### src/pmcs_pkg.sv
// constants and carrier types for the power-mode clock switch
package pmcs_pkg;
  // register byte addresses on the axi4-lite slave
  localparam logic [3:0] ADDR_OSC_CTRL = 4'h0;
  localparam logic [3:0] ADDR_TMR_CTRL = 4'h4;
  localparam logic [3:0] ADDR_FEATURES = 4'h8;
  localparam logic [3:0] ADDR_STATUS = 4'hc;
  // oscillator_control_reg fields
  localparam int OSC_IDLE_BIT = 7;
  localparam int OSC_PRI_ACT_BIT = 3;
  localparam int OSC_SEL_LSB = 0;
  // secondary_timer_control_reg fields
  localparam int TMR_SEC_ACT_BIT = 6;
  localparam int TMR_SEC_EN_BIT = 3;
  // feature register fields
  localparam int FEAT_CFG_LSB = 0;
  localparam int FEAT_WDT_BIT = 4;
  localparam int FEAT_FSCM_BIT = 5;
  localparam int FEAT_TWOSPD_BIT = 6;
  // primary_osc_config bit that marks a crystal primary
  localparam int CFG_XTAL_BIT = 2;
  // clock source select encodings
  localparam logic [1:0] SRC_PRI = 2'h0;
  localparam logic [1:0] SRC_SEC = 2'h1;
  localparam logic [1:0] SRC_INT = 2'h3;
  // reset values
  localparam logic [2:0] CFG_RESET = 3'h4;
  // switch timing in cycles of the old and new source
  localparam logic [2:0] DRAIN_EDGES = 3'h2;
  localparam logic [2:0] FILL_EDGES = 3'h3;
  localparam int OST_CYCLES = 1024;
  // axi responses
  localparam logic [1:0] RESP_OKAY = 2'h0;
  localparam logic [1:0] RESP_SLVERR = 2'h2;
  // switch sequencer states
  typedef enum logic [2:0] {
    SW_RUN = 3'b000,
    SW_PRESTART = 3'b001,
    SW_DRAIN = 3'b010,
    SW_WAIT = 3'b011,
    SW_FILL = 3'b100,
    SW_LOWPOW = 3'b101
  } pmcs_state_type;
  // software-owned control bits
  typedef struct packed {
    logic idle_on_sleep;
    logic [1:0] clock_source_select;
    logic secondary_osc_enable;
    logic watchdog_enable;
    logic failsafe_enable;
    logic two_speed_enable;
    logic [2:0] primary_osc_config;
  } pmcs_ctrl_type;
  // one bit per oscillator source
  typedef struct packed {
    logic pri;
    logic sec;
    logic intl;
  } pmcs_osc_type;
endpackage

### src/pmcs_clock_switch.sv
// power-mode and clock-source switch controller with axi4-lite registers
`timescale 1ns/100ps
module pmcs_clock_switch #(
  parameter int OST_COUNT = pmcs_pkg::OST_CYCLES
) (
  input wire logic aclk,
  input wire logic aresetn,
  input wire logic [3:0] s_axi_awaddr,
  input wire logic s_axi_awvalid,
  output logic s_axi_awready,
  input wire logic [31:0] s_axi_wdata,
  input wire logic [3:0] s_axi_wstrb,
  input wire logic s_axi_wvalid,
  output logic s_axi_wready,
  output logic [1:0] s_axi_bresp,
  output logic s_axi_bvalid,
  input wire logic s_axi_bready,
  input wire logic [3:0] s_axi_araddr,
  input wire logic s_axi_arvalid,
  output logic s_axi_arready,
  output logic [31:0] s_axi_rdata,
  output logic [1:0] s_axi_rresp,
  output logic s_axi_rvalid,
  input wire logic s_axi_rready,
  input wire pmcs_pkg::pmcs_osc_type osc_in,
  input wire logic secondary_osc_running,
  input wire logic sleep_exec,
  input wire logic wake_event,
  output logic cpu_clk,
  output logic periph_clk,
  output logic primary_osc_enable,
  output logic secondary_osc_enable_out,
  output logic internal_osc_block_enable,
  output logic low_freq_internal_osc_enable
);
  // synchroniser stages for the oscillator levels and secondary running flag
  pmcs_pkg::pmcs_osc_type osc_s1, osc_s2, osc_d;
  logic secrun_s1, secrun_s2;
  // software control
  pmcs_pkg::pmcs_ctrl_type ctrl, next_ctrl;
  // sequencer state
  pmcs_pkg::pmcs_state_type state, next_state;
  logic [1:0] cur_src, next_cur_src; // source feeding the clocks
  logic [1:0] tgt_src, next_tgt_src; // source being switched to
  logic [2:0] edge_cnt, next_edge_cnt; // old/new source edge counter
  logic lp_idle, next_lp_idle; // low power is idle, not sleep
  logic asleep, next_asleep; // sleep entered, flags cleared
  logic [11:0] ost_cnt, next_ost_cnt; // start-up timer
  logic g_cpu, next_g_cpu, g_per, next_g_per; // clock gates
  logic next_cpu_clk, next_per_clk;
  // axi slave state
  logic aw_held, next_aw_held, w_held, next_w_held;
  logic [3:0] wr_addr, next_wr_addr;
  logic [7:0] wr_byte, next_wr_byte;
  logic wr_lane, next_wr_lane;
  logic bvalid, next_bvalid, rvalid, next_rvalid;
  logic [1:0] bresp, next_bresp, rresp, next_rresp;
  logic [31:0] rdata, next_rdata;
  // derived signals
  logic cur_lvl; // level of the source now feeding the clocks
  logic cur_rise; // rising edge of that source
  logic pri_rise; // rising edge of the primary, feeds the start-up timer
  logic sel_ok; // select names a usable source other than the current one
  logic pri_act; // primary is feeding the clocks
  logic sec_act; // secondary is feeding the clocks
  logic aw_fire; // write address handshake
  logic w_fire; // write data handshake
  logic ar_fire; // read address handshake
  logic wr_do; // both write halves held, commit this cycle
  logic [31:0] rd_word; // read data before it is registered
  logic next_pri_en; // next primary oscillator enable
  logic next_sec_en; // next secondary oscillator enable
  logic next_int_en; // next internal block enable
  logic next_lf_en; // next low-frequency oscillator enable

  // level of one synchronised source; the unused select code falls to internal
  function automatic logic src_level(
    input pmcs_pkg::pmcs_osc_type osc,
    input logic [1:0] sel
  );
    logic lvl;
    lvl = osc.intl;
    if (sel == pmcs_pkg::SRC_PRI) begin
      lvl = osc.pri;
    end else if (sel == pmcs_pkg::SRC_SEC) begin
      lvl = osc.sec;
    end
    return lvl;
  endfunction

  // only word-aligned offsets exist; anything else answers slverr
  function automatic logic [1:0] resp_for(input logic [3:0] addr);
    logic [1:0] resp;
    resp = pmcs_pkg::RESP_SLVERR;
    if (addr[1:0] == 2'h0) begin
      resp = pmcs_pkg::RESP_OKAY;
    end
    return resp;
  endfunction

  // two flops on every oscillator level, a third only for edge detection
  always_ff @(posedge aclk) begin
    if (!aresetn) begin
      osc_s1 <= '0;
      osc_s2 <= '0;
      osc_d <= '0;
      secrun_s1 <= 1'b0;
      secrun_s2 <= 1'b0;
    end else begin
      osc_s1 <= osc_in;
      osc_s2 <= osc_s1;
      osc_d <= osc_s2;
      secrun_s1 <= secondary_osc_running;
      secrun_s2 <= secrun_s1;
    end
  end

  // edge detection on the synchronised levels
  assign cur_lvl = src_level(osc_s2, cur_src);
  assign cur_rise = cur_lvl & ~src_level(osc_d, cur_src);
  assign pri_rise = osc_s2.pri & ~osc_d.pri;

  // status flags follow the source in use; both drop while asleep
  assign pri_act = ~asleep & (cur_src == pmcs_pkg::SRC_PRI) &
                   (state != pmcs_pkg::SW_FILL) & (state != pmcs_pkg::SW_WAIT);
  assign sec_act = ~asleep & (cur_src == pmcs_pkg::SRC_SEC) &
                   (state != pmcs_pkg::SW_FILL) & (state != pmcs_pkg::SW_WAIT);

  // decide whether a new select value may start a switch
  always_comb begin
    sel_ok = 1'b0;
    if (ctrl.clock_source_select != cur_src &&
        ctrl.clock_source_select inside {pmcs_pkg::SRC_PRI, pmcs_pkg::SRC_SEC,
                                         pmcs_pkg::SRC_INT}) begin
      sel_ok = 1'b1;
    end
    // secondary not enabled: the request is simply not acted on
    if (ctrl.clock_source_select == pmcs_pkg::SRC_SEC && !ctrl.secondary_osc_enable) begin
      sel_ok = 1'b0;
    end
  end

  // switch sequencer next state
  always_comb begin
    next_state = state;
    next_cur_src = cur_src;
    next_tgt_src = tgt_src;
    next_edge_cnt = edge_cnt;
    next_lp_idle = lp_idle;
    next_asleep = asleep;
    next_ost_cnt = ost_cnt;
    next_g_cpu = g_cpu;
    next_g_per = g_per;
    unique case (state)
      pmcs_pkg::SW_RUN: begin
        // sleep wins over a pending switch; a sleep_exec arriving outside run is not acted on
        if (sleep_exec) begin
          next_state = pmcs_pkg::SW_LOWPOW;
          next_lp_idle = ctrl.idle_on_sleep;
          next_asleep = ~ctrl.idle_on_sleep;
        end else if (sel_ok) begin
          next_tgt_src = ctrl.clock_source_select;
          next_edge_cnt = 3'h0;
          next_ost_cnt = 12'h0;
          if (ctrl.clock_source_select == pmcs_pkg::SRC_PRI) begin
            next_state = pmcs_pkg::SW_PRESTART;
          end else begin
            next_state = pmcs_pkg::SW_DRAIN;
          end
        end
      end
      pmcs_pkg::SW_PRESTART: begin
        // old source keeps clocking while the primary starts
        if (!ctrl.primary_osc_config[pmcs_pkg::CFG_XTAL_BIT]) begin
          next_state = pmcs_pkg::SW_DRAIN;
        end else if (pri_rise) begin
          if (ost_cnt == 12'(OST_COUNT - 1)) begin
            next_state = pmcs_pkg::SW_DRAIN;
          end else begin
            next_ost_cnt = ost_cnt + 12'h1;
          end
        end
      end
      pmcs_pkg::SW_DRAIN: begin
        // two edges of the old source, then cut only while it is low
        if (edge_cnt == pmcs_pkg::DRAIN_EDGES) begin
          if (!cur_lvl) begin
            next_g_cpu = 1'b0;
            next_g_per = 1'b0;
            next_cur_src = tgt_src;
            next_edge_cnt = 3'h0;
            if (tgt_src == pmcs_pkg::SRC_SEC && !secrun_s2) begin
              next_state = pmcs_pkg::SW_WAIT;
            end else begin
              next_state = pmcs_pkg::SW_FILL;
            end
          end
        end else if (cur_rise) begin
          next_edge_cnt = edge_cnt + 3'h1;
        end
      end
      pmcs_pkg::SW_WAIT: begin
        // clocks stay off until the secondary oscillates
        if (secrun_s2) begin
          next_state = pmcs_pkg::SW_FILL;
        end
      end
      pmcs_pkg::SW_FILL: begin
        // edges of the new source, then reopen while it is low
        if (edge_cnt == pmcs_pkg::FILL_EDGES) begin
          if (!cur_lvl) begin
            next_g_cpu = 1'b1;
            next_g_per = 1'b1;
            next_lp_idle = 1'b0;
            next_edge_cnt = 3'h0;
            next_state = pmcs_pkg::SW_RUN;
          end
        end else if (cur_rise) begin
          next_edge_cnt = edge_cnt + 3'h1;
        end
      end
      pmcs_pkg::SW_LOWPOW: begin
        if (wake_event) begin
          next_asleep = 1'b0;
          next_edge_cnt = 3'h0;
          next_state = pmcs_pkg::SW_FILL;
        end else if (!cur_lvl) begin
          next_g_cpu = 1'b0;
          next_g_per = lp_idle;
        end
      end
      default: begin
        // unused codes fall back to run
        next_state = pmcs_pkg::SW_RUN;
      end
    endcase
  end

  // gated clocks and oscillator enables
  always_comb begin
    next_cpu_clk = g_cpu & cur_lvl;
    next_per_clk = g_per & cur_lvl;
    next_pri_en = ~next_asleep & ((next_cur_src == pmcs_pkg::SRC_PRI) |
                                  (next_tgt_src == pmcs_pkg::SRC_PRI));
    next_int_en = ~next_asleep & ((next_cur_src == pmcs_pkg::SRC_INT) |
                                  (next_tgt_src == pmcs_pkg::SRC_INT));
    next_sec_en = ctrl.secondary_osc_enable;
    next_lf_en = ctrl.watchdog_enable | ctrl.failsafe_enable;
  end

  // sequencer registers; reset lands in primary run
  always_ff @(posedge aclk) begin
    if (!aresetn) begin
      state <= pmcs_pkg::SW_RUN;
      cur_src <= pmcs_pkg::SRC_PRI;
      tgt_src <= pmcs_pkg::SRC_PRI;
      edge_cnt <= 3'h0;
      lp_idle <= 1'b0;
      asleep <= 1'b0;
      ost_cnt <= 12'h0;
      g_cpu <= 1'b1;
      g_per <= 1'b1;
      cpu_clk <= 1'b0;
      periph_clk <= 1'b0;
      primary_osc_enable <= 1'b1;
      secondary_osc_enable_out <= 1'b0;
      internal_osc_block_enable <= 1'b0;
      low_freq_internal_osc_enable <= 1'b0;
    end else begin
      state <= next_state;
      cur_src <= next_cur_src;
      tgt_src <= next_tgt_src;
      edge_cnt <= next_edge_cnt;
      lp_idle <= next_lp_idle;
      asleep <= next_asleep;
      ost_cnt <= next_ost_cnt;
      g_cpu <= next_g_cpu;
      g_per <= next_g_per;
      cpu_clk <= next_cpu_clk;
      periph_clk <= next_per_clk;
      primary_osc_enable <= next_pri_en;
      secondary_osc_enable_out <= next_sec_en;
      internal_osc_block_enable <= next_int_en;
      low_freq_internal_osc_enable <= next_lf_en;
    end
  end

  // axi4-lite handshakes; one write and one read in flight at most
  assign s_axi_awready = ~aw_held & ~bvalid;
  assign s_axi_wready = ~w_held & ~bvalid;
  assign s_axi_arready = ~rvalid;
  assign s_axi_bvalid = bvalid;
  assign s_axi_bresp = bresp;
  assign s_axi_rvalid = rvalid;
  assign s_axi_rresp = rresp;
  assign s_axi_rdata = rdata;
  assign aw_fire = s_axi_awvalid & s_axi_awready;
  assign w_fire = s_axi_wvalid & s_axi_wready;
  assign ar_fire = s_axi_arvalid & s_axi_arready;

  // read mux; flags are read-only views of the sequencer
  always_comb begin
    rd_word = 32'h0;
    unique case (s_axi_araddr)
      pmcs_pkg::ADDR_OSC_CTRL: begin
        rd_word[pmcs_pkg::OSC_IDLE_BIT] = ctrl.idle_on_sleep;
        rd_word[pmcs_pkg::OSC_PRI_ACT_BIT] = pri_act;
        rd_word[pmcs_pkg::OSC_SEL_LSB +: 2] = ctrl.clock_source_select;
      end
      pmcs_pkg::ADDR_TMR_CTRL: begin
        rd_word[pmcs_pkg::TMR_SEC_ACT_BIT] = sec_act;
        rd_word[pmcs_pkg::TMR_SEC_EN_BIT] = ctrl.secondary_osc_enable;
      end
      pmcs_pkg::ADDR_FEATURES: begin
        rd_word[pmcs_pkg::FEAT_CFG_LSB +: 3] = ctrl.primary_osc_config;
        rd_word[pmcs_pkg::FEAT_WDT_BIT] = ctrl.watchdog_enable;
        rd_word[pmcs_pkg::FEAT_FSCM_BIT] = ctrl.failsafe_enable;
        rd_word[pmcs_pkg::FEAT_TWOSPD_BIT] = ctrl.two_speed_enable;
      end
      pmcs_pkg::ADDR_STATUS: begin
        rd_word[2:0] = state;
        rd_word[5:4] = cur_src;
        rd_word[8] = lp_idle;
        rd_word[9] = asleep;
      end
      default: begin
        // misaligned offsets read as zero
        rd_word = 32'h0;
      end
    endcase
  end

  // axi channel next state; response one cycle after both halves are held
  always_comb begin
    next_aw_held = aw_held;
    next_w_held = w_held;
    next_wr_addr = wr_addr;
    next_wr_byte = wr_byte;
    next_wr_lane = wr_lane;
    next_bvalid = bvalid;
    next_bresp = bresp;
    next_rvalid = rvalid;
    next_rresp = rresp;
    next_rdata = rdata;
    wr_do = 1'b0;
    if (aw_fire) begin
      next_aw_held = 1'b1;
      next_wr_addr = s_axi_awaddr;
    end
    if (w_fire) begin
      next_w_held = 1'b1;
      next_wr_byte = s_axi_wdata[7:0];
      next_wr_lane = s_axi_wstrb[0];
    end
    if (aw_held & w_held) begin
      wr_do = 1'b1;
      next_aw_held = 1'b0;
      next_w_held = 1'b0;
      next_bvalid = 1'b1;
      next_bresp = resp_for(wr_addr);
    end else if (bvalid & s_axi_bready) begin
      next_bvalid = 1'b0;
    end
    if (ar_fire) begin
      next_rvalid = 1'b1;
      next_rdata = rd_word;
      next_rresp = resp_for(s_axi_araddr);
    end else if (rvalid & s_axi_rready) begin
      next_rvalid = 1'b0;
    end
  end

  // software control; only bus writes touch it, never a switch or wake
  always_comb begin
    next_ctrl = ctrl;
    if (wr_do & wr_lane) begin
      unique case (wr_addr)
        pmcs_pkg::ADDR_OSC_CTRL: begin
          next_ctrl.idle_on_sleep = wr_byte[pmcs_pkg::OSC_IDLE_BIT];
          next_ctrl.clock_source_select = wr_byte[pmcs_pkg::OSC_SEL_LSB +: 2];
        end
        pmcs_pkg::ADDR_TMR_CTRL: begin
          next_ctrl.secondary_osc_enable = wr_byte[pmcs_pkg::TMR_SEC_EN_BIT];
        end
        pmcs_pkg::ADDR_FEATURES: begin
          next_ctrl.primary_osc_config = wr_byte[pmcs_pkg::FEAT_CFG_LSB +: 3];
          next_ctrl.watchdog_enable = wr_byte[pmcs_pkg::FEAT_WDT_BIT];
          next_ctrl.failsafe_enable = wr_byte[pmcs_pkg::FEAT_FSCM_BIT];
          next_ctrl.two_speed_enable = wr_byte[pmcs_pkg::FEAT_TWOSPD_BIT];
        end
        default: begin
          // status and misaligned offsets ignore writes
          next_ctrl = ctrl;
        end
      endcase
    end
  end

  // bus and control registers
  always_ff @(posedge aclk) begin
    if (!aresetn) begin
      ctrl <= '{idle_on_sleep: 1'b0, clock_source_select: pmcs_pkg::SRC_PRI,
                secondary_osc_enable: 1'b0, watchdog_enable: 1'b0, failsafe_enable: 1'b0,
                two_speed_enable: 1'b0, primary_osc_config: pmcs_pkg::CFG_RESET};
      aw_held <= 1'b0;
      w_held <= 1'b0;
      wr_addr <= 4'h0;
      wr_byte <= 8'h00;
      wr_lane <= 1'b0;
      bvalid <= 1'b0;
      bresp <= pmcs_pkg::RESP_OKAY;
      rvalid <= 1'b0;
      rresp <= pmcs_pkg::RESP_OKAY;
      rdata <= 32'h0;
    end else begin
      ctrl <= next_ctrl;
      aw_held <= next_aw_held;
      w_held <= next_w_held;
      wr_addr <= next_wr_addr;
      wr_byte <= next_wr_byte;
      wr_lane <= next_wr_lane;
      bvalid <= next_bvalid;
      bresp <= next_bresp;
      rvalid <= next_rvalid;
      rresp <= next_rresp;
      rdata <= next_rdata;
    end
  end
endmodule // pmcs_clock_switch

### config.mk
export PLATFORM = sky130hd
export DESIGN_NAME = pmcs_clock_switch
export DESIGN_NICKNAME = d
export VERILOG_FILES = /design/src/pmcs_pkg.sv /design/src/pmcs_clock_switch.sv
export SDC_FILE = /design/constraint.sdc
export NUM_CORES = 1
export LEC_CHECK = 0
export ABC_AREA = 1
export ABC_CLOCK_PERIOD_IN_PS = 3900
export BUFFER_PORTS_ARGS = -buffer_cell sky130_fd_sc_hd__buf_2
export CORE_ASPECT_RATIO = 0.9
export CORE_MARGIN = 5
export CORE_UTILIZATION = 54
export CTS_CLUSTER_DIAMETER = 100
export DETAILED_ROUTE_END_ITERATION = 12
export MAX_ROUTING_LAYER = met4
export PLACE_DENSITY = 0.84
export SYNTH_ARGS = -nofsm -noshare
export SYNTH_HDL_FRONTEND = slang
export SYNTH_SLANG_ARGS = --single-unit
### constraint.sdc
create_clock -name aclk -period 3.9 [get_ports aclk]
set_clock_uncertainty 0.15 [all_clocks]
set_input_delay 0.195 -clock aclk [delete_from_list [all_inputs] [get_ports aclk]]
set_output_delay 0.195 -clock aclk [all_outputs]
set_load 0.005 [all_outputs]
======== Yosys cells after proc, flatten, opt, wreduce, memory -nomap -nowiden ========
Index checks and enable logic that the tools add are counted.
cells by class
  add/subtract/negate cells ............... 2
  $mul .................................... 0
  div/mod/pow operators ................... 0
  $lt $le $gt $ge ......................... 0
  eq/ne operators ......................... 39
  shift operators ......................... 0
  mux-type cells .......................... 71
  bitwise logic cells ..................... 34
  reductions and logical operators ........ 31
operators with widths
  kind                                             number
  two-way mux 12 bit                               5
  two-way mux 3 bit                                19
  inequality test 2 bit, second input constant     14
  two-way mux 1 bit                                25
  one-hot mux 12 bit (2 select lines)              1
  AND 1 bit                                        21
  two-way mux 2 bit                                10
  one-hot mux 3 bit (6 select lines)               1
  adder 12 x 1 -> 12 bit, second input constant    1
  == test 12 x 10 -> 1 bit, second input constant  1
  == test 3 x 2 -> 1 bit, second input constant    4
  == test 4 bit, second input constant             3
  zero test 2 bit                                  6
  inequality test 3 bit, second input constant     4
  one-hot mux 3 bit (4 select lines)               1
  inverter 1 bit                                   10
  one-hot mux 1 bit (2 select lines)               5
  AND reduction 9 bit                              1
  == test 4 x 3 -> 1 bit, second input constant    2
  zero test 4 bit                                  2
  AND reduction 4 bit                              2
  nonzero test 2 bit                               4
  AND reduction 7 bit                              1
  == test 2 x 1 -> 1 bit, second input constant    3
  19 further kinds                                 31
storage, ports and cells
  register bits ........................... 84
  bits in latches ......................... 0
  bits in writable memories ............... 0
  ROM bits ................................ 0
  input bits .............................. 57
  output and inout bits ................... 47
  logic and storage cells ................. 220
  memories ................................ 0

======== Logic depth before layout (Yosys ltp) ========
Gate-level depths: netlist of the first run.
  word-level depth ........................ 11
  gate-level depth with buffers ........... 13
  gate-level depth less buffers ........... 13

======== Least setup slack after synthesis of the first run ========
Ideal clock, no wire load.
  kind .................................... reg2reg
  from .................................... reg ost_cnt[0]
  to ...................................... reg ost_cnt[6]
  library setup time ...................... 0.131 ns
  arrival ................................. 1.378 ns
  data required time ...................... 3.619 ns
  path slack .............................. 2.242 ns
  cell stages (with the launch flop) ...... 12
  cells stage by stage .................... dfxtp_1 > ha_1 > nand2_1 > nor2_1 > nand3_1 > nand2_2 > nand2_2 > nand3_4 > inv_2 > buf_6 > nand2_1 > a21oi_2
on the way
  word-level cells in the longest chain between the ends .. 5
ends and longest elaborated chain
  what                                 RTL line                  text
  start, declared                      pmcs_clock_switch.sv:48   logic [11:0] ost_cnt, next_ost_cnt;
  start signal, assigned               pmcs_clock_switch.sv:276  ost_cnt <= next_ost_cnt;
  adder 12 x 1 -> 12 bit               pmcs_clock_switch.sv:180  next_ost_cnt = ost_cnt + 12'h1;
  two-way mux 12 bit                   pmcs_clock_switch.sv:177  if (ost_cnt == 12'(OST_COUNT - 1)) begin
  two-way mux 12 bit                   pmcs_clock_switch.sv:176  end else if (pri_rise) begin
  two-way mux 12 bit                   pmcs_clock_switch.sv:174  if (!ctrl.primary_osc_config[pmcs_pkg::CFG_XTAL_BIT]) begin
  one-hot mux 12 bit (2 select lines)  pmcs_clock_switch.sv:154  unique case (state)
Parallel ways exist; a longest one is shown, timed or not. The select of a mux whose other input is x is not followed.
A chain may end at the register's enable or synchronous reset.

======== Worst setup path in the final report of the first run ========
  from .................................... reg ost_cnt[0]
  to ...................................... reg ost_cnt[10]
Same word-level chain as after synthesis.

==> impl_metrics.json, run 1 <==
{
  "port-buffer-count": 52,
  "ys.flop_type": "dfxtp_1",
  "synth_top_cells_by_area": "dfxtp_1 42%, nand2_1 12%, nor2_1 8.2%",
  "cts_resized": 0,
  "cts_root_buf": "clkbuf_8",
  "fin_crit_sh": 0.492,
  "h-tree-depth": 3,
  "placedInstanceArea_sq_mm": 0.00415,
  "crit_family": "simple AND/OR/NAND/NOR gates",
  "nets": 695,
  "multi_input_area_sq_mm": 0.00188,
  "grt_pass1_vias": 3457,
  "cts_buffers": 9,
  "outcome": "complete, no violations",
  "critPathBufInv": 1,
  "drv_cap": 0,
  "peakVddDrop_v": 0.000264,
  "yosys.area.top_type_share": 0.418,
  "relSlewSlack": 0.411,
  "power_density_mw_per_mm2": 482,
  "yosysUniqueCellTypes": 38,
  "grt_use_met3": 0.0564,
  "yosysWarnings": 0,
  "netlist.top_cell.by_area": "dfxtp_1",
  "cts_tree": "yes",
  "die_y_um": 90.9,
  "worst_slew_pin_slew_ps": 883,
  "grt_busiest_layer": "met2",
  "synthArstFlopShare": 0,
  "rsz0062_at_grt": "false",
  "fin_crit_ps": 1920,
  "routedWlPerCell_um": 12.0,
  "place.gp.congestion": 0.973,
  "clkSlewWorstSetupHoldPaths_ps": 80,
  "utilization": 0.641,
  "worstSetupEndpointType": "flop",
  "grt_max_degree": 57,
  "critPathRequiredTime_ps": 3970,
  "crit_fanout": 14,
  "worstSkewPairLatency_ps": 350,
  "dp_hpwl_um": 6170,
  "fin_area_sq_mm": 0.00454,
  "nFillCells": 619,
  "diodes": 0,
  "cts_setup_buffers": 0,
  "hp-class": "input port to flop",
  "tns_ps": 0,
  "vias": 3717,
  "first_iter_violations": 201,
  "initial_utilization": 0.555,
  "yosys-top-cells-count": "129 x nand2_1, 86 x nor2_1, 82 x dfxtp_1, 57 x inv_1, 40 x o21ai_0",
  "via_per_inst": 5.08,
  "yosysSeqAreaShare": 0.418,
  "p_leak_nw": 2.08,
  "ys_ff_latch": 82,
  "core_sq_mm": 0.00708,
  "final_hold_viol_count": 0,
  "synth_edf_count": 0,
  "syn_to_final_growth_pct": 15.6,
  "drt_first_pass_iters": 5,
  "antenna_found_initial": 0,
  "ff_latch_area_sq_mm": 0.00164,
  "setup_viol": 0,
  "synth_cells": 564,
  "wirelength_um": 8790,
  "whs_ps": 11.6,
  "dieWidth_um": 99.9,
  "crit_chain": "ha_1 -> nand2_1 -> nor2_1 -> nand3_1 -> nand2_2 -> nand2_2 -> nand3_4 -> inv_2 -> nand2_1 -> a21oi_1",
  "syn_area_sq_mm": 0.00393,
  "slowest_delay_ps": 370,
  "drive_gt1_frac": 0.142,
  "start_kind": "flop",
  "track_usage": 0.206,
  "syn_area_per_cell_sq_um": 6.96,
  "crit_type": "flop to flop",
  "slew_viol_final": 0,
  "use_met1": 0.238,
  "dieArea_sq_mm": 0.00908,
  "drtAntennaViolNets": 0,
  "grt_pass1_wl_um": 15100,
  "gr-usage-met2": 0.347,
  "max_freq_mhz": 521,
  "grt_overflow": 0,
  "arrival_ps": 1990,
  "clockBufferDepth": 2,
  "drcViolationCount": 0,
  "rows": 29,
  "ios": 104,
  "synth.most_common_cell": "nand2_1",
  "clock_sink_count": 82,
  "critPathSlowestCell": "dfxtp_1"
}
-- timing repair --
item | CTS | global route
endpoints found under the hold margin | 19 | 0
hold buffers | 20 | 0
endpoints found under the setup margin | 0 | 0
-- per-layer routing --
layer	share of wire	routed length [um]
met4	0.018	154
met3	0.064	561
met1	0.43	3750
met2	0.49	4320
met5	0	0
-- stage by stage --
step | std cells | total power, mW | setup slack [ps]
2_1_floorplan | 587 | 1.48 | 2240
3_3_place_gp | 696 | 1.56 | 1980
3_5_place_dp | 696 | 1.57 | 1970
4_1_cts | 732 | 2.18 | 1980
5_1_grt | 732 | 2.33 | 1770
6_report | 732 | 2.19 | 1980
-- state kept, by name, indices dropped and copies added (netlist names), 3 cells and up --
signal and flops:
ctrl 9, osc_s2 3, state 3, wr_addr 4
edge_cnt 3, osc_d 3, osc_s1 3, s_axi_rdata 10
ost_cnt 12, wr_byte 8
-- worst paths after layout --
| path | from | end | slack (ps) | cells past startpoint |
|---|---|---|---|---|
| setup / recovery | ost_cnt[0]$_SDFFE_PN0P_ | ost_cnt[10]$_SDFFE_PN0P_ | 1980 | 10 |
| hold / removal | s_axi_arvalid | s_axi_rdata[0]$_SDFFE_PN0P_ | 10 | 4 |
| setup reg to reg | ost_cnt[0]$_SDFFE_PN0P_ | ost_cnt[10]$_SDFFE_PN0P_ | 1980 | 10 |
| hold reg to reg | osc_s1[0]$_SDFF_PN0_ | osc_s2[0]$_SDFF_PN0_ | 270 | 2 |
-- cell families (layout without fill, tap and decap cells) --
family / count (synthesis) / after routing / share of synthesized area
xor gates and xnor gates: 6 / 6 / 0.0134
and+or+nand+nor: 273 / 273 / 0.296
buffers and inverters: 103 / 155 / 0.125
AOI/OAI and AO/OA: 95 / 95 / 0.134
other: 1 / 24 / 0.000955
adders and majority gates: 4 / 4 / 0.0127
DFF: 82 / 82 / 0.418
-- placed cells by master (no fill, tap or decap), types with 2 or more instances in the layout --
master         count
nand2_1          129
nor2_1            86
dfxtp_1           82
inv_1             57
buf_2             52
o21ai_0           40
a21oi_1           37
nand3_1           29
conb_1            24
dlygate4sd3_1     20
inv_2              9
clkbuf_8           9
nand2_2            6
nand4_1            6
nor3_1             5
o211ai_1           4
xor2_1             4
ha_1               4
o221ai_1           3
a21oi_2            3
clkbuf_1           3
nor2_2             2
a31oi_1            2
nand3_2            2
nand3b_1           2
nor3b_1            2
xnor2_1            2
clkinv_4           2
-- power by group --
part / internal, mW / leakage (nW) / total (mW) / switching [mW]
combinational: 0.199 / 1.32 / 0.624 / 0.425
sequential: 0.906 / 0.670 / 0.961 / 0.0556
clock: 0.298 / 0.0945 / 0.601 / 0.303
-- layout make-up --
cell class	instances	area share
clock inverter	4	0.0116
multi-input combinational	402	0.414
inverter	67	0.0554
tap	93	0.0256
sequential	82	0.362
timing repair buffer	72	0.101
clock buffer	12	0.0298
-- worst register-to-register path: cells and delay by family (launching register included) --
kind / cells / cell delay, ps
AND/OR/NAND/NOR: 7 / 820
flip-flops: 1 / 370
adder cells (fa/ha/maj): 1 / 260
buffers and inverters: 1 / 140
AO/OA/AOI/OAI: 1 / 60
(Power assumes the default switching activity.)
==> run 2: changes to the inputs <==
==> config.mk (replaced) <==
export PLATFORM = sky130hd
export DESIGN_NAME = pmcs_clock_switch
export DESIGN_NICKNAME = d
export VERILOG_FILES = /design/src/pmcs_pkg.sv /design/src/pmcs_clock_switch.sv
export SDC_FILE = /design/constraint.sdc
export NUM_CORES = 1
export LEC_CHECK = 0
export ABC_AREA = 0
export ABC_CLOCK_PERIOD_IN_PS = 1800
export BUFFER_PORTS_ARGS = -buffer_cell sky130_fd_sc_hd__buf_2
export CORE_ASPECT_RATIO = 0.9
export CORE_MARGIN = 5
export CORE_UTILIZATION = 53
export CTS_CLUSTER_DIAMETER = 100
export DETAILED_ROUTE_END_ITERATION = 12
export MAX_ROUTING_LAYER = met4
export PLACE_DENSITY = 0.82
export SYNTH_ARGS = -nofsm -noshare
export SYNTH_HDL_FRONTEND = slang
export SYNTH_SLANG_ARGS = --single-unit
==> constraint.sdc (replaced) <==
create_clock -name aclk -period 1.8 [get_ports aclk]
set_clock_uncertainty 0.15 [all_clocks]
set_input_delay 0.09 -clock aclk [delete_from_list [all_inputs] [get_ports aclk]]
set_output_delay 0.09 -clock aclk [all_outputs]
set_load 0.005 [all_outputs]
==> run 2 against run 1 <==
Against the previous run: the run now ends with negative setup slack left; register-to-register slack lost 2200 ps; final cell count shrank 5.9%; wire length grew 37%; critical path depth shrank 3; synthesized cell count shrank 20%; critical endpoint unchanged; largest power group unchanged; highest routed layer unchanged.
==> impl_metrics.json, run 2 <==
{
  "syn_to_final_growth_pct": 41.0,
  "synth_edf_count": 0,
  "grt_pass1_wl_um": 17600,
  "syn_area_sq_mm": 0.00393,
  "internal-power_mw": 3.49,
  "slew_viol_final": 0,
  "dp_hpwl_um": 7110,
  "critPathRequiredTime_ps": 1950,
  "synth.most_common_cell": "dfxtp_1",
  "ys.flop_type": "dfxtp_1",
  "ys_ff_latch": 82,
  "nets": 652,
  "core_sq_mm": 0.00715,
  "multi_input_area_sq_mm": 0.00240,
  "initial_utilization": 0.550,
  "power.share.clock": 0.287,
  "dieArea_sq_mm": 0.00925,
  "grt_overflow": 0,
  "routedWlPerCell_um": 17.4,
  "yosys-top-cells-count": "82 x dfxtp_1, 52 x nand2_1, 43 x nor2_1, 33 x a21oi_1, 25 x buf_4",
  "timing.rr.end": "ost_cnt[10]$_SDFFE_PN0P_",
  "netlist.top_cell.by_area": "dfxtp_1",
  "drt_first_pass_iters": 5,
  "clockBufferDepth": 2,
  "arrival_ps": 2130,
  "worst_slack_ps": -179,
  "clock_sink_count": 82,
  "p_total_mw": 5.08,
  "r2r_slack_ps": -180,
  "setup_viol": 20,
  "fin_crit_sh": 1.10,
  "fin_crit_ps": 1980,
  "top_register": "ost_cnt",
  "min-delay-start": "aresetn",
  "ff2ff_path_depth": 7,
  "die_y_um": 91.7,
  "violations": "negative setup slack",
  "antenna_found_initial": 0,
  "drtAntennaViolNets": 0,
  "place.gp.congestion": 0.956,
  "final_hold_viol_count": 0,
  "ff_latch_area_sq_mm": 0.00167,
  "cts_buffers": 9,
  "ios": 104,
  "pre_cts_slack_ps": -285,
  "outcome": "finished, violations left",
  "grt_pass1_vias": 3666,
  "max_freq_mhz": 505,
  "switching_share": 0.314,
  "p_leak_nw": 2.32,
  "largest_reg_flops": 12,
  "crit_type": "flop to flop",
  "via_per_inst": 5.69,
  "drv_cap": 0,
  "vias": 3920,
  "h-tree-depth": 3,
  "peakVddDrop_v": 0.000636,
  "clkSlewWorstSetupHoldPaths_ps": 80,
  "holdPathStages": 3,
  "port-buffer-count": 52,
  "hp-class": "input port to flop",
  "power_density_mw_per_mm2": 916,
  "yosysWarnings": 0,
  "grt_max_degree": 40,
  "dieWidth_um": 101,
  "nFillCells": 431,
  "min_to": "g_per$_SDFFE_PN1P_",
  "wirelength_um": 12000,
  "worstSkewPairLatency_ps": 370,
  "crit_fanout": 4,
  "rsz0062_at_grt": "true",
  "drcViolationCount": 0,
  "synthArstFlopShare": 0,
  "diodes": 0,
  "start_kind": "flop",
  "p_seq_frac": 0.403,
  "cts_root_buf": "clkbuf_8",
  "yosysUniqueCellTypes": 69,
  "yosys.area.top_type_share": 0.417,
  "drive_gt1_frac": 0.378,
  "synth_top_cells_by_area": "dfxtp_1 42%, mux2i_1 5.6%, nand2_1 5.0%",
  "syn_area_per_cell_sq_um": 8.74,
  "rows": 29,
  "yosysSeqAreaShare": 0.417,
  "worstSetupEndpointType": "flop",
  "combPwrFrac": 0.310,
  "switchingPower_mw": 1.59,
  "first_iter_violations": 251,
  "final_cell_mix": "71 x dfxtp_1, 71 x buf_4, 52 x buf_2",
  "synth_cells": 450,
  "track_usage": 0.243,
  "cts_tree": "yes",
  "r2r-start": "state[1]$_SDFFE_PN0P_"
}
run 2: cell types whose count changed after synthesis, moves of 5 or more:
cell	before	now
nand2_1	129	52
inv_1	57	11
nor2_1	86	43
o21ai_0	40	17
mux2i_1	0	22
and2_1	0	19
nand3_1	29	10
inv_2	9	0
or3_1	0	8
nand2b_1	0	7
nand2_2	6	0
and3_1	1	6
o31ai_1	1	6
run 2: power groups by stage:
| stage | clock network, mW | logic (mW) | registers [mW] |
|---|---|---|---|
| after global placement | 0 | 1.07 | 2.05 |
| final | 1.46 | 1.58 | 2.04 |
| after detailed placement | 0 | 1.09 | 2.06 |
| after CTS | 1.47 | 1.30 | 2.04 |
| after floorplan | 0 | 0.795 | 2.02 |
| after global routing | 1.55 | 1.68 | 2.05 |
run 2: routing by layer:
metal | share of wire | track usage
met4 | 0.021 | 0.0842
met5 | 0 | -
met3 | 0.073 | 0.0683
met2 | 0.50 | 0.400
met1 | 0.41 | 0.283
run 2: cell families after synthesis:
group                    share of synthesized area
AND/OR/NAND/NOR                              0.248
AO/OA/AOI/OAI                                0.158
adder cells (fa/ha/maj)                     0.0127
buffers and inverters                       0.0865
other                                     0.000953
XOR/XNOR                                   0.00223
flip-flops                                   0.417
multiplexers                                0.0741
run 2: worst max path at each step:
| stage | start | to | slack (ps) | cells past startpoint |
|---|---|---|---|---|
| 5_1_grt | state[1]$_SDFFE_PN0P_ | ost_cnt[10]$_SDFFE_PN0P_ | -190 | 7 |
| 3_3_place_gp | cur_src[0]$_SDFF_PN0_ | state[2]$_SDFFE_PN0P_ | -190 | 5 |
| 6_report | state[1]$_SDFFE_PN0P_ | ost_cnt[10]$_SDFFE_PN0P_ | -180 | 7 |
| 3_5_place_dp | cur_src[0]$_SDFF_PN0_ | ost_cnt[1]$_SDFFE_PN0P_ | -280 | 6 |
| 4_1_cts | state[1]$_SDFFE_PN0P_ | ost_cnt[5]$_SDFFE_PN0P_ | -160 | 6 |
| 2_1_floorplan | ost_cnt[0]$_SDFFE_PN0P_ | ost_cnt[1]$_SDFFE_PN0P_ | -4 | 7 |
run 2: stage by stage:
step	cell area, sq um	setup TNS (ps)	hold slack [ps]	util	instances
2_1_floorplan	4050	-4.21	39.0	-	473
3_3_place_gp	4580	-1050	127	0.640	632
3_5_place_dp	4580	-3130	137	0.640	632
4_1_cts	5280	-1110	23.5	0.739	682
5_1_grt	5550	-2520	32.9	0.776	689
6_report	5550	-1640	35.3	0.776	689
run 2: what timing repair did:
item,4_1_cts,5_1_grt
setup buffers,10,7
pin swaps,31,17
hold buffers,24,0
gates resized for setup,44,48
endpoints found under the hold margin,23,0
setup endpoints to repair,29,36
run 2: area by class of cell:
cell class	count	area share
well taps	93	0.0210
inverters	11	0.00745
multi-input cells	334	0.433
repair buffers	153	0.199
clock inverters	7	0.0165
flip-flops and latches	82	0.301
clock buffers	9	0.0223
run 2: critical path: stages (launching register included):
cell	delay, ps
dfxtp_4	370
buf_6	120
nor4_4	200
buf_4	190
a32oi_4	140
buf_4	180
or3_1	390
a21oi_2	160
